**src/core/wakeup_lvr_params.svh**
```systemverilog
// constants for the wake-up, low-voltage reset and watchdog option block
`ifndef WAKEUP_LVR_PARAMS_SVH
`define WAKEUP_LVR_PARAMS_SVH

// ----------------------------------------------------------------------
// register map (word index, byte address is four times the index)
// ----------------------------------------------------------------------
`define OPT_REG_INDEX 6'h3b
`define STAT_REG_INDEX 6'h3f
`define OPT_RESET 8'h00

// ----------------------------------------------------------------------
// option register fields
// ----------------------------------------------------------------------
`define OPT_XTAL_LOW_BIT 6
`define OPT_FAST_WAKE_BIT 5
`define OPT_HALF_VDD_BIT 4
`define OPT_LVR_FAST_BIT 3
`define OPT_LVR_DIS_BIT 2
`define OPT_WDT_SEL_HI 1
`define OPT_WDT_SEL_LO 0
`define OPT_WRITE_MASK 8'h7f

// ----------------------------------------------------------------------
// status register fields
// ----------------------------------------------------------------------
`define STAT_WAKE_HOLD_BIT 0
`define STAT_BOOT_HOLD_BIT 1
`define STAT_LVR_RESET_BIT 2
`define STAT_WDT_SYS_BIT 3
`define STAT_MISUSE_BIT 4

// ----------------------------------------------------------------------
// delay counts
// ----------------------------------------------------------------------
`define SLOW_WAKE_TICKS 16'h0400
`define FAST_WAKE_CYC 16'h0080
`define LVR_BOOT_SLOW 16'h0400
`define LVR_BOOT_FAST 16'h0040
`define WDT_PERIOD_00 16'h0800
`define WDT_PERIOD_01 16'h1000
`define WDT_PERIOD_10 16'h4000
`define WDT_PERIOD_11 16'h0100
`define SYS_CLK_MHZ 25
`define HIGH_RC_STABLE_US 20
`define LOW_RC_STABLE_US 100

`endif

```
**src/core/wakeup_lvr_pkg.sv**
```systemverilog
// types shared by the wake-up, low-voltage reset and watchdog block
package wakeup_lvr_pkg;

    typedef enum logic [2:0] {
        WAKE_IDLE = 3'h0,
        WAKE_SLOW = 3'h1,
        WAKE_FAST = 3'h2,
        WAKE_STABLE = 3'h3,
        WAKE_DONE = 3'h4
    } wake_state_t;

    typedef enum logic [1:0] {
        LVR_RUN = 2'h0,
        LVR_HOLD = 2'h1,
        LVR_BOOT = 2'h2
    } lvr_state_t;

    typedef struct packed {
        logic busy;
        logic done;
        logic [15:0] cnt;
    } delay_state_t;

    typedef struct packed {
        logic [15:0] cnt;
        logic timeout;
        logic src_sys;
    } wdt_state_t;

    typedef struct packed {
        logic [7:0] opt;
        wake_state_t wake;
        logic wake_sys;
        logic wake_hrc;
        logic wake_start;
        logic wake_done;
        lvr_state_t lvr;
        logic lvr_fast;
        logic lvr_start;
        logic xtal_low;
        logic [3:0] half_vdd;
        logic ack;
        logic [7:0] rdata;
    } core_state_t;

endpackage : wakeup_lvr_pkg

```
**src/core/delay_counter.sv**
```systemverilog
// restartable up-counter that pulses done at a terminal count
`timescale 1ns/1ns
`default_nettype none

module delay_counter (
    input wire logic i_clk,
    input wire logic i_reset_n,
    input wire logic i_start,
    input wire logic i_tick,
    input wire logic [15:0] i_limit,
    output logic o_busy,
    output logic o_done
);

    wakeup_lvr_pkg::delay_state_t s_q;
    wakeup_lvr_pkg::delay_state_t s_d;

    always_comb begin
        s_d = s_q;
        s_d.done = 1'b0;
        if (i_start) begin
            s_d.busy = 1'b1;
            s_d.cnt = 16'h0000;
        end else if (s_q.busy && i_tick) begin
            s_d.cnt = s_q.cnt + 16'h0001;
            // a limit of zero ends on the first tick rather than wrapping
            if (s_d.cnt >= i_limit) begin
                s_d.busy = 1'b0;
                s_d.done = 1'b1;
            end
        end
    end

    always_ff @(posedge i_clk or negedge i_reset_n) begin
        if (!i_reset_n) begin
            s_q <= '0;
        end else begin
            s_q <= s_d;
        end
    end

    assign o_busy = s_q.busy;
    assign o_done = s_q.done;

endmodule : delay_counter

`default_nettype wire

```
**src/core/wakeup_lvr_ctrl.sv**
```systemverilog
// option register with wake-up, low-voltage reset and watchdog sequencing
`timescale 1ns/1ns
`default_nettype none

`include "wakeup_lvr_params.svh"

// Operation
// - bit 6 lowers crystal drive once running
// - normal wake waits 1024 low RC ticks
// - fast wake is 128 cycles plus stabilisation
// - exec-stop fast wake adds no stabilisation
// - system-stop fast wake adds RC startup time
// - fast wake clocks watchdog from system clock
// - bit 4 enables half-supply bias on pins
// - bit 3 clear: 1024 tick boot delay
// - bit 3 set: 64 tick boot delay
// - bit 2 set disables low-voltage reset
// - bits 1:0 select watchdog timeout period
module wakeup_lvr_ctrl (
    input wire logic I_CLK,
    input wire logic I_RESET_N,
    input wire logic I_WB_CYC,
    input wire logic I_WB_STB,
    input wire logic I_WB_WE,
    input wire logic [7:0] I_WB_ADR,
    input wire logic [3:0] I_WB_SEL,
    input wire logic [31:0] I_WB_DAT,
    input wire logic I_LRC_TICK,
    input wire logic I_WAKE_REQ,
    input wire logic I_SUSPEND_SYS,
    input wire logic I_HIGH_RC_USED,
    input wire logic I_EXT_OSC_EN,
    input wire logic I_XTAL_RUNNING,
    input wire logic I_LVR_LOW,
    input wire logic I_WDT_ENABLE,
    input wire logic I_WDT_KICK,
    output logic O_WB_ACK,
    output logic [31:0] O_WB_DAT,
    output logic O_XTAL_LOW_DRIVE,
    output logic [3:0] O_HALF_VDD_EN,
    output logic O_WAKE_HOLD,
    output logic O_WAKE_DONE,
    output logic O_LVR_RESET,
    output logic O_BOOT_HOLD,
    output logic O_WDT_TIMEOUT,
    output logic O_WDT_SYS_CLK
);

    // ------------------------------------------------------------------
    // derived timing
    // ------------------------------------------------------------------
    localparam int HIGH_RC_STABLE_CYC = `HIGH_RC_STABLE_US * `SYS_CLK_MHZ;
    localparam int LOW_RC_STABLE_CYC = `LOW_RC_STABLE_US * `SYS_CLK_MHZ;
    localparam logic [15:0] HIGH_RC_LIMIT = HIGH_RC_STABLE_CYC[15:0];
    localparam logic [15:0] LOW_RC_LIMIT = LOW_RC_STABLE_CYC[15:0];

    // ------------------------------------------------------------------
    // state
    // ------------------------------------------------------------------
    wakeup_lvr_pkg::core_state_t s_q;
    wakeup_lvr_pkg::core_state_t s_d;

    logic wake_busy;
    logic wake_cnt_done;
    logic wake_tick;
    logic [15:0] wake_limit;
    logic boot_busy;
    logic boot_cnt_done;
    logic [15:0] boot_limit;
    logic wdt_timeout;
    logic wdt_sys;
    logic bus_req;
    logic opt_hit;
    logic stat_hit;
    logic fast_wake;
    logic lvr_off;
    logic misuse;
    logic [7:0] status;

    assign fast_wake = s_q.opt[`OPT_FAST_WAKE_BIT];
    assign lvr_off = s_q.opt[`OPT_LVR_DIS_BIT];
    // only flagged: the unsupported mix is the software's to avoid
    assign misuse = fast_wake & I_EXT_OSC_EN;

    // ------------------------------------------------------------------
    // bus decode
    // ------------------------------------------------------------------
    assign bus_req = I_WB_CYC & I_WB_STB & ~s_q.ack;
    assign opt_hit = (I_WB_ADR[7:2] == `OPT_REG_INDEX);
    assign stat_hit = (I_WB_ADR[7:2] == `STAT_REG_INDEX);

    always_comb begin
        status = 8'h00;
        status[`STAT_WAKE_HOLD_BIT] = (s_q.wake != wakeup_lvr_pkg::WAKE_IDLE);
        status[`STAT_BOOT_HOLD_BIT] = (s_q.lvr != wakeup_lvr_pkg::LVR_RUN);
        status[`STAT_LVR_RESET_BIT] = (s_q.lvr == wakeup_lvr_pkg::LVR_HOLD);
        status[`STAT_WDT_SYS_BIT] = wdt_sys;
        status[`STAT_MISUSE_BIT] = misuse;
    end

    // ------------------------------------------------------------------
    // delay limits and tick selection
    // ------------------------------------------------------------------
    always_comb begin
        wake_tick = 1'b1;
        case (s_q.wake)
            wakeup_lvr_pkg::WAKE_SLOW: begin
                wake_tick = I_LRC_TICK;
                wake_limit = `SLOW_WAKE_TICKS;
            end
            wakeup_lvr_pkg::WAKE_FAST: begin
                wake_limit = `FAST_WAKE_CYC;
            end
            wakeup_lvr_pkg::WAKE_STABLE: begin
                // startup time of whichever RC oscillator feeds the core
                wake_limit = s_q.wake_hrc ? HIGH_RC_LIMIT : LOW_RC_LIMIT;
            end
            default: begin
                wake_limit = `FAST_WAKE_CYC;
            end
        endcase
    end

    assign boot_limit = s_q.lvr_fast ? `LVR_BOOT_FAST : `LVR_BOOT_SLOW;

    // ------------------------------------------------------------------
    // next state
    // ------------------------------------------------------------------
    always_comb begin
        s_d = s_q;
        s_d.ack = 1'b0;
        s_d.wake_start = 1'b0;
        s_d.wake_done = 1'b0;
        s_d.lvr_start = 1'b0;

        // register access; the option register is write-only
        if (bus_req) begin
            s_d.ack = 1'b1;
            s_d.rdata = 8'h00;
            if (!I_WB_WE && stat_hit) begin
                s_d.rdata = status;
            end
        end
        // a write lands on the acked edge, while the request still stands
        if (s_q.ack && I_WB_CYC && I_WB_STB && I_WB_WE) begin
            if (opt_hit && I_WB_SEL[0]) begin
                s_d.opt = I_WB_DAT[7:0] & `OPT_WRITE_MASK;
            end
        end

        // pin controls follow the option bits
        s_d.xtal_low = s_q.opt[`OPT_XTAL_LOW_BIT] & I_XTAL_RUNNING;
        s_d.half_vdd = {4{s_q.opt[`OPT_HALF_VDD_BIT]}};

        // wake-up sequencer
        case (s_q.wake)
            wakeup_lvr_pkg::WAKE_IDLE: begin
                if (I_WAKE_REQ) begin
                    s_d.wake_sys = I_SUSPEND_SYS;
                    s_d.wake_hrc = I_HIGH_RC_USED;
                    s_d.wake_start = 1'b1;
                    if (fast_wake) begin
                        s_d.wake = wakeup_lvr_pkg::WAKE_FAST;
                    end else begin
                        s_d.wake = wakeup_lvr_pkg::WAKE_SLOW;
                    end
                end
            end
            wakeup_lvr_pkg::WAKE_SLOW: begin
                if (wake_cnt_done) begin
                    s_d.wake = wakeup_lvr_pkg::WAKE_DONE;
                end
            end
            wakeup_lvr_pkg::WAKE_FAST: begin
                if (wake_cnt_done) begin
                    if (s_q.wake_sys) begin
                        s_d.wake_start = 1'b1;
                        s_d.wake = wakeup_lvr_pkg::WAKE_STABLE;
                    end else begin
                        // oscillator never stopped, nothing to wait for
                        s_d.wake = wakeup_lvr_pkg::WAKE_DONE;
                    end
                end
            end
            wakeup_lvr_pkg::WAKE_STABLE: begin
                if (wake_cnt_done) begin
                    s_d.wake = wakeup_lvr_pkg::WAKE_DONE;
                end
            end
            wakeup_lvr_pkg::WAKE_DONE: begin
                s_d.wake_done = 1'b1;
                s_d.wake = wakeup_lvr_pkg::WAKE_IDLE;
            end
            default: begin
                s_d.wake = wakeup_lvr_pkg::WAKE_IDLE;
            end
        endcase

        // low-voltage reset sequencer
        case (s_q.lvr)
            wakeup_lvr_pkg::LVR_RUN: begin
                if (I_LVR_LOW && !lvr_off) begin
                    s_d.lvr = wakeup_lvr_pkg::LVR_HOLD;
                end
            end
            wakeup_lvr_pkg::LVR_HOLD: begin
                if (lvr_off) begin
                    s_d.lvr = wakeup_lvr_pkg::LVR_RUN;
                end else if (!I_LVR_LOW) begin
                    s_d.lvr_fast = s_q.opt[`OPT_LVR_FAST_BIT];
                    s_d.lvr_start = 1'b1;
                    s_d.lvr = wakeup_lvr_pkg::LVR_BOOT;
                end
            end
            wakeup_lvr_pkg::LVR_BOOT: begin
                // a new dip restarts the whole recovery
                if (I_LVR_LOW && !lvr_off) begin
                    s_d.lvr = wakeup_lvr_pkg::LVR_HOLD;
                end else if (boot_cnt_done) begin
                    s_d.lvr = wakeup_lvr_pkg::LVR_RUN;
                end
            end
            default: begin
                s_d.lvr = wakeup_lvr_pkg::LVR_RUN;
            end
        endcase
    end

    always_ff @(posedge I_CLK or negedge I_RESET_N) begin
        if (!I_RESET_N) begin
            s_q <= '0;
            s_q.opt <= `OPT_RESET;
        end else begin
            s_q <= s_d;
        end
    end

    // ------------------------------------------------------------------
    // counters
    // ------------------------------------------------------------------
    delay_counter u_wake_cnt (
        .i_clk(I_CLK),
        .i_reset_n(I_RESET_N),
        .i_start(s_q.wake_start),
        .i_tick(wake_tick),
        .i_limit(wake_limit),
        .o_busy(wake_busy),
        .o_done(wake_cnt_done)
    );

    delay_counter u_boot_cnt (
        .i_clk(I_CLK),
        .i_reset_n(I_RESET_N),
        .i_start(s_q.lvr_start),
        .i_tick(I_LRC_TICK),
        .i_limit(boot_limit),
        .o_busy(boot_busy),
        .o_done(boot_cnt_done)
    );

    // software is expected to stop the dog across a fast wake
    watchdog_timer u_wdt (
        .i_clk(I_CLK),
        .i_reset_n(I_RESET_N),
        .i_enable(I_WDT_ENABLE),
        .i_kick(I_WDT_KICK),
        .i_sys_src(fast_wake),
        .i_lrc_tick(I_LRC_TICK),
        .i_period_sel(s_q.opt[`OPT_WDT_SEL_HI:`OPT_WDT_SEL_LO]),
        .o_timeout(wdt_timeout),
        .o_sys_src(wdt_sys)
    );

    // ------------------------------------------------------------------
    // outputs
    // ------------------------------------------------------------------
    assign O_WB_ACK = s_q.ack;
    assign O_WB_DAT = {24'h000000, s_q.rdata};
    assign O_XTAL_LOW_DRIVE = s_q.xtal_low;
    assign O_HALF_VDD_EN = s_q.half_vdd;
    assign O_WAKE_HOLD = (s_q.wake != wakeup_lvr_pkg::WAKE_IDLE) | wake_busy;
    assign O_WAKE_DONE = s_q.wake_done;
    assign O_LVR_RESET = (s_q.lvr == wakeup_lvr_pkg::LVR_HOLD);
    assign O_BOOT_HOLD = (s_q.lvr != wakeup_lvr_pkg::LVR_RUN) | boot_busy;
    assign O_WDT_TIMEOUT = wdt_timeout;
    assign O_WDT_SYS_CLK = wdt_sys;

endmodule : wakeup_lvr_ctrl

`default_nettype wire

```
**src/core/watchdog_timer.sv**
```systemverilog
// watchdog counter with selectable period and clock source
`timescale 1ns/1ns
`default_nettype none

`include "wakeup_lvr_params.svh"

module watchdog_timer (
    input wire logic i_clk,
    input wire logic i_reset_n,
    input wire logic i_enable,
    input wire logic i_kick,
    input wire logic i_sys_src,
    input wire logic i_lrc_tick,
    input wire logic [1:0] i_period_sel,
    output logic o_timeout,
    output logic o_sys_src
);

    wakeup_lvr_pkg::wdt_state_t s_q;
    wakeup_lvr_pkg::wdt_state_t s_d;
    logic [15:0] limit;
    logic tick;

    always_comb begin
        case (i_period_sel)
            2'b00: limit = `WDT_PERIOD_00;
            2'b01: limit = `WDT_PERIOD_01;
            2'b10: limit = `WDT_PERIOD_10;
            2'b11: limit = `WDT_PERIOD_11;
            default: limit = `WDT_PERIOD_00;
        endcase
    end

    // fast system clock shortens the period greatly while selected
    assign tick = i_sys_src ? 1'b1 : i_lrc_tick;

    always_comb begin
        s_d = s_q;
        s_d.timeout = 1'b0;
        s_d.src_sys = i_sys_src;
        // a source change restarts the count so units are never mixed
        if (!i_enable || i_kick || (i_sys_src != s_q.src_sys)) begin
            s_d.cnt = 16'h0000;
        end else if (tick) begin
            s_d.cnt = s_q.cnt + 16'h0001;
            if (s_d.cnt >= limit) begin
                s_d.cnt = 16'h0000;
                s_d.timeout = 1'b1;
            end
        end
    end

    always_ff @(posedge i_clk or negedge i_reset_n) begin
        if (!i_reset_n) begin
            s_q <= '0;
        end else begin
            s_q <= s_d;
        end
    end

    assign o_timeout = s_q.timeout;
    assign o_sys_src = s_q.src_sys;

endmodule : watchdog_timer

`default_nettype wire

```
**config.mk**
```make
export PLATFORM = sky130hd
export DESIGN_NAME = wakeup_lvr_ctrl
export DESIGN_NICKNAME = d
export VERILOG_FILES = /design/src/core/wakeup_lvr_pkg.sv /design/src/core/delay_counter.sv /design/src/core/wakeup_lvr_ctrl.sv /design/src/core/watchdog_timer.sv
export VERILOG_INCLUDE_DIRS = /design/src /design/src/core
export SDC_FILE = /design/constraint.sdc
export NUM_CORES = 1
export LEC_CHECK = 0
export ABC_AREA = 1
export BUFFER_PORTS_ARGS = -buffer_cell sky130_fd_sc_hd__buf_4
export CAP_MARGIN = 10
export CORE_ASPECT_RATIO = 0.5
export CORE_MARGIN = 2
export CORE_UTILIZATION = 55
export DETAILED_ROUTE_END_ITERATION = 10
export PLACE_DENSITY = 0.79
export RECOVER_POWER = 100
export SETUP_SLACK_MARGIN = 0.05
export SLEW_MARGIN = 15
export SYNTH_ARGS = -nofsm -noshare
export SYNTH_HDL_FRONTEND = slang
export SYNTH_SLANG_ARGS = --single-unit
export TNS_END_PERCENT = 10
```
**constraint.sdc**
```tcl
create_clock -name I_CLK -period 2.7 [get_ports I_CLK]
set_input_delay 0 -clock I_CLK [delete_from_list [all_inputs] [get_ports I_CLK]]
set_output_delay 0 -clock I_CLK [all_outputs]
set_load 0.01 [all_outputs]
```
## Word-level counts from Yosys, hierarchy flattened

Cells that the tools add are included.

- Input port bits: 58
- Output and inout port bits: 44
- Word-level logic and storage cells: 126
- Register bits: 83

- Bitwise gates (word level): 9
- Reductions and logical operators: 31
- Mux-type cells: 40
- Eq/ne operators: 18
- Order comparisons: 3
- Add/sub/neg operators: 3

Operators by type and width:

| operator | count |
|---|---|
| $pmux W16 S4 | 1 |
| $add A16 B1 Y16 const B | 3 |
| $mux W16 | 3 |
| $mux W18 | 2 |
| $mux W17 | 2 |
| $pmux W12 S2 | 1 |
| $ge A16 B11 Y1 | 1 |
| $ge A16 B12 Y1 | 1 |
| $ge A16 B16 Y1 | 1 |
| $mux W2 | 7 |
| $eq A6 B6 Y1 const B | 2 |
| $mux W1 | 12 |
| $mux W12 | 1 |
| $reduce_bool A2 Y1 | 6 |
| $mux W11 | 1 |
| $mux W3 | 3 |
| $mux W9 | 1 |
| $pmux W3 S3 | 1 |
| $reduce_and A3 Y1 | 3 |
| $logic_and A1 B1 Y1 | 8 |
| $reduce_and A2 Y1 | 4 |
| $eq A2 B2 Y1 const B | 3 |
| $eq A3 B2 Y1 const B | 2 |
| $mux W6 | 1 |
| 20 further kinds | 34 |

## Depth between registers and ports, before layout

- Word-level depth: 6
- Gate-level depth with buffers: 18
- Mapped depth without buffers: 18

## Cells and area by module

Synthesis repeated with hierarchy kept, for this count alone.

- Cell total of the unflattened synthesis: 813
- Area total of the unflattened synthesis: 5845.6 sq um

By module, submodules not included:

| module | cells each | times used | area each (sq um) |
|---|---|---|---|
| delay_counter | 212 | 2 | 1478.9 |
| wakeup_lvr_ctrl | 184 | 1 | 1527.7 |
| watchdog_timer | 205 | 1 | 1360.1 |

## Worst setup path after synthesis

OpenSTA, ideal clock, no wires.

- Path kind: register to register
- Start point: register u_wdt.s_q[2] (netlist name)
- End point: register u_wdt.s_q[11] (netlist name)
- Library setup time: 0.118 ns
- Period minus slack after synthesis: 2.476 ns
- Arrival: 2.358 ns
- Setup slack: 0.224 ns
- Cell stages (with the launch flop): 18
- Cells stage by stage: dfrtp_1 -> ha_1 -> clkbuf_1 -> nand2_1 -> nor3_1 -> xor2_1 -> inv_1 -> ha_1 -> nand2_1 -> nor2_1 -> nand3_1 -> nor2_1 -> nand3_1 -> nand3_1 -> nand2_2 -> buf_6 -> nand3_1 -> nand2_1

- Longest elaborated chain between the ends: 5

RTL lines:

| what | line | RTL |
|---|---|---|
| start: declaration | watchdog_timer.sv:19 | `wakeup_lvr_pkg::wdt_state_t s_q;` |
| start signal: assignment | watchdog_timer.sv:55 | `s_q <= '0;` |
| start signal: assignment | watchdog_timer.sv:57 | `s_q <= s_d;` |
| $add A16 B1 Y16 * | watchdog_timer.sv:45 | `s_d.cnt = s_q.cnt + 16'h0001;` |
| $ge A16 B16 Y1 | watchdog_timer.sv:46 | `if (s_d.cnt >= limit) begin` |
| $mux W17 * | watchdog_timer.sv:46 |  |
| $mux W17 * | watchdog_timer.sv:44 | `end else if (tick) begin` |
| $mux W16 * | watchdog_timer.sv:42 | `if (!i_enable \|\| i_kick \|\| (i_sys_src != s_q.src_sys)) begin` |

Every way passes the cells marked *; elsewhere a longest branch is shown, timed or not. The select of a mux whose other input is x is not followed.
A chain may end at the register's enable or synchronous reset.

## Worst setup path in the final report

- Start point: register u_wdt.s_q[5] (netlist name)
- End point: register u_wdt.s_q[14] (netlist name)

Same word-level chain as after synthesis.

==> impl_metrics.json <==
{
  "timing.final.crit_period_ps": 2465,
  "worst_slew_margin_rel": -0.2715,
  "worstSetupPathType": "reg2reg",
  "yosysSeqAreaShare": 0.4014,
  "critPathBufInv": 1,
  "cap_viol_max_count": 1,
  "vias": 4342,
  "cts_post_setup_buffers_inserted": 0,
  "cp_data_arrival_time_ps": 2690,
  "synthMuxAreaShare": 0.02032,
  "die-area_um2": 9892,
  "fraction_of_layout_instances_using_a_drive_strength_above_1": 0.09252,
  "residual_antenna_violating_net_count_after_detailed_routing": 0,
  "filler_cell_count": 763,
  "most_common_cell_after_layout_fill_and_taps_aside": "sky130_fd_sc_hd__nand2_1",
  "dpl.cell_count": 818,
  "critPathRequiredTime_ps": 2930,
  "clock.fmax_mhz": 405.7,
  "cts.root.buffer_cell": "sky130_fd_sc_hd__clkbuf_16",
  "final.period_utilization": 0.9129,
  "power_frac_seq": 0.446,
  "worst_ir_drop_vdd_mv": 0.4139,
  "clk_path_buf_depth": 2,
  "dp.final_hpwl_mm": 7.421,
  "power.leakage_nw": 2.765,
  "start_util": 0.5688,
  "h_tree_depth": 3,
  "worst_slew_pin_slew_ps": 1907,
  "globalplace.congestion": 0.9095,
  "hold_class": "in2reg",
  "finalWirelength_mm": 10.87,
  "outcome": "finished with violations",
  "worst_setup_path_end_kind": "flop",
  "net_switching_fraction_of_the_power": 0.3189,
  "wire_per_inst_um": 12.75,
  "design.portCount": 102,
  "tritoncts": "yes",
  "timing.critical_path.cells": "nand2_1 > nor2_4 > nand3_2 > xor2_1 > inv_1 > ha_1 > nand2_1 > nor2_1 > nand3_1 > nor2_1 > nand3_1 > nand3_1 > nand2_4 > nand3_1 > nand2_1",
  "startpoint": "u_wdt.s_q[5]$_DFFE_PN0P_",
  "area_contributors_post_synth": "sky130_fd_sc_hd__dfrtp_1 (40%), sky130_fd_sc_hd__nand2_1 (14%), sky130_fd_sc_hd__nand3_1 (6.5%)",
  "netlist_area_before_placement_um2": 4987,
  "post_route_drc": 0,
  "place.port_buffers": 44,
  "row_count": 24,
  "cp-start-kind": "flop",
  "yosys_warnings": 0,
  "area_growth_syn_to_layout_pct": 13.82,
  "global_route.overflow_total": 0,
  "synth-adder-area-share": 0.04265,
  "drt-initial-drc-count": 285,
  "number_of_global_route_vias_before_repair": 4130,
  "insertedDiodeCount": 0,
  "hold_violations": 0,
  "clkSlewWorstSetupHoldPaths_ps": 60,
  "report.final.slew_viol_count": 81,
  "worst_r2r_startpoint": "u_wdt.s_q[5]$_DFFE_PN0P_",
  "number_of_antenna_violations_at_the_first_check_in_global_routing": 0,
  "area_leader_netlist": "sky130_fd_sc_hd__dfrtp_1",
  "finish.cell_count_without_fillers": 852,
  "rsz0062_at_grt": "yes",
  "finalClockSkew_ps": 6.652,
  "max_fo_critical_path": 16,
  "synth-simple-area-share": 0.3046,
  "synth-xor-area-share": 0.03161,
  "pwr-share-clk": 0.355,
  "clock_sink_count": 80,
  "cpMostUsedCell": "sky130_fd_sc_hd__nand3_1",
  "core_area_um2": 8768,
  "clock_latency_of_the_later_clocked_register_in_the_worst_skew_pair_ps": 340,
  "violations": "capacitance limit, slew limit",
  "crit_slowest_cell": "sky130_fd_sc_hd__dfrtp_1",
  "detail_route.first_pass.iterations": 5,
  "synth_top_family_by_area": "simple AND/OR/NAND/NOR gates",
  "hold_start": "I_WAKE_REQ",
  "post_dp_cell_area_um2": 5281,
  "finalSetupViolations": 0,
  "grt_pass1_wl_mm": 18.49,
  "final_setup_tns_ps": 0,
  "synth_compound_gate_area_share": 0.07401,
  "route.detailed.vias_per_inst": 5.096,
  "grt_start_max_net_pins": 81,
  "post_synth.cell_area_avg_um2": 7.444,
  "power_dens_cells_nw_per_um2": 550.3,
  "cts_buf_count": 9,
  "gr_usage_total": 0.2329,
  "number_of_register_bits_inferred_by_synthesis": 80,
  "floorplan.die.width_um": 138.7,
  "worst_path_largest_cell_delay_ps": 470,
  "path_delay_family": "simple AND/OR/NAND/NOR gates",
  "final_design_area_no_fill_um2": 5677,
  "yosysUniqueCellTypes": 38,
  "synthDominantCellAreaShare": 0.4014,
  "fp.dieH_um": 71.34,
  "finish.net_count": 805,
  "combinationalPowerShare": 0.198,
  "net-switching-power_mw": 0.9960,
  "synthesis.instances": 670,
  "most-common-layout-cells": "sky130_fd_sc_hd__nand2_1 (190), sky130_fd_sc_hd__dfrtp_1 (80), sky130_fd_sc_hd__inv_1 (78), sky130_fd_sc_hd__nor2_1 (69), sky130_fd_sc_hd__nand3_1 (65)",
  "power_report.internal_total_mw": 2.128
}
-- registers in the layout (all words and copies together) (netlist names), 5 cells and up --
name / cells
u_boot_cnt.s_q: 16
u_wake_cnt.s_q: 16
u_wdt.s_q: 16
s_q: 14
O_WB_DAT: 5
-- final timing paths --
check / slack (ps) / to / cells after the start
min in group asynchronous: 730 / u_wake_cnt.s_q[14]$_DFFE_PN0P_ / 2
hold / removal: 30 / s_q[19]$_DFF_PN0_ / 3
hold reg to reg: 380 / O_HALF_VDD_EN[0]$_DFF_PN0_ / 0
setup reg to reg: 240 / u_wdt.s_q[14]$_DFFE_PN0P_ / 15
setup / recovery: 240 / u_wdt.s_q[14]$_DFFE_PN0P_ / 15
max in group asynchronous: 840 / u_wdt.s_q[10]$_DFFE_PN0P_ / 2
-- layer usage --
metal,global-route usage,part of all wire
met4,0.09091,0.022
met1,0.2884,0.45
met5,0,0
met2,0.4015,0.49
met3,0.05949,0.045
-- synth_stat cells --
cell type and n:
sky130_fd_sc_hd__buf_6 2, sky130_fd_sc_hd__nor3b_1 1, sky130_fd_sc_hd__o21ai_1 2, sky130_fd_sc_hd__dfrtp_1 80, sky130_fd_sc_hd__a21oi_2 1, sky130_fd_sc_hd__mux2_2 9
sky130_fd_sc_hd__o21ai_0 27, sky130_fd_sc_hd__o21a_1 2, sky130_fd_sc_hd__clkinv_1 3, sky130_fd_sc_hd__a21oi_4 1, sky130_fd_sc_hd__nor3_1 4, sky130_fd_sc_hd__conb_1 1
sky130_fd_sc_hd__nor2_1 69, sky130_fd_sc_hd__inv_1 78, sky130_fd_sc_hd__o31ai_1 3, sky130_fd_sc_hd__nor2_4 2, sky130_fd_sc_hd__nand2_2 3, sky130_fd_sc_hd__o22ai_1 12
sky130_fd_sc_hd__or2_2 2, sky130_fd_sc_hd__nor4_1 1, sky130_fd_sc_hd__xnor2_1 3, sky130_fd_sc_hd__nand3_1 65, sky130_fd_sc_hd__a21oi_1 10, sky130_fd_sc_hd__a31oi_1 1
sky130_fd_sc_hd__buf_4 36, sky130_fd_sc_hd__nor2_2 2, sky130_fd_sc_hd__buf_2 2, sky130_fd_sc_hd__and3_1 1, sky130_fd_sc_hd__nand2_1 190, sky130_fd_sc_hd__a21boi_0 1
sky130_fd_sc_hd__ha_1 17, sky130_fd_sc_hd__o21bai_1 2, sky130_fd_sc_hd__clkbuf_1 4, sky130_fd_sc_hd__nand4_1 14, sky130_fd_sc_hd__nand3b_1 1, sky130_fd_sc_hd__xor2_1 15
sky130_fd_sc_hd__nand3_2 2, sky130_fd_sc_hd__a211oi_1 1
-- power by group through the flow --
| stage | clock [mW] | combinational (mW) | sequential, mW |
|---|---|---|---|
| after floorplan | 0 | 0.456 | 1.40 |
| after global placement | 0 | 0.603 | 1.41 |
| after detailed placement | 0 | 0.616 | 1.42 |
| after CTS | 1.13 | 0.642 | 1.40 |
| after global routing | 1.18 | 0.717 | 1.41 |
| final | 1.11 | 0.619 | 1.39 |
-- cell families (layout without fill, tap and decap cells) --
kind of cell	count (synthesis)	after routing
buf+inv	125	164
xor+xnor	18	18
flops	80	80
compound gates	63	63
fa+ha+maj	17	17
simple gates	357	357
other cells	1	27
mux	9	9
-- stage by stage --
step / util / power, mW / hold WS (ps) / worst slack (ps)
floorplan: - / 1.854 / -295.6 / 224.2
global placement: 0.6023 / 2.013 / 188.0 / 213.8
detailed placement: 0.6023 / 2.033 / 194.1 / 148.5
CTS: 0.6533 / 3.167 / 12.95 / 132.7
global route: 0.6474 / 3.310 / 32.54 / 14.21
finish: 0.6474 / 3.124 / 31.26 / 235.2
-- area by class of cell --
class / count / area, um^2 / area share
inverters: 81 / 304.0 / 0.05356
well taps: 117 / 146.4 / 0.02579
clock buffers: 11 / 232.7 / 0.04100
flip-flops and latches: 80 / 2002 / 0.3527
repair buffers: 67 / 478.0 / 0.08420
clock inverters: 5 / 33.78 / 0.005951
multi-input cells: 491 / 2480 / 0.4369
-- timing repair --
action / in CTS / in global routing
gates resized for setup: 0 / 5
hold buffers: 18 / 0
setup endpoints to repair: 0 / 19
endpoints found under the hold margin: 98 / 0
-- worst register-to-register path, stage by stage, from the launching register on --
cell                      delay (ps)
sky130_fd_sc_hd__dfrtp_1         470
sky130_fd_sc_hd__nand2_1         170
sky130_fd_sc_hd__nor2_4          160
sky130_fd_sc_hd__nand3_2         120
sky130_fd_sc_hd__xor2_1          200
sky130_fd_sc_hd__inv_1            60
sky130_fd_sc_hd__ha_1            310
sky130_fd_sc_hd__nand2_1          70
sky130_fd_sc_hd__nor2_1          110
sky130_fd_sc_hd__nand3_1         100
sky130_fd_sc_hd__nor2_1          110
sky130_fd_sc_hd__nand3_1          70
sky130_fd_sc_hd__nand3_1         110
sky130_fd_sc_hd__nand2_4         140
sky130_fd_sc_hd__nand3_1         100
sky130_fd_sc_hd__nand2_1          60
Note: power is estimated with default switching activity, not from simulation.
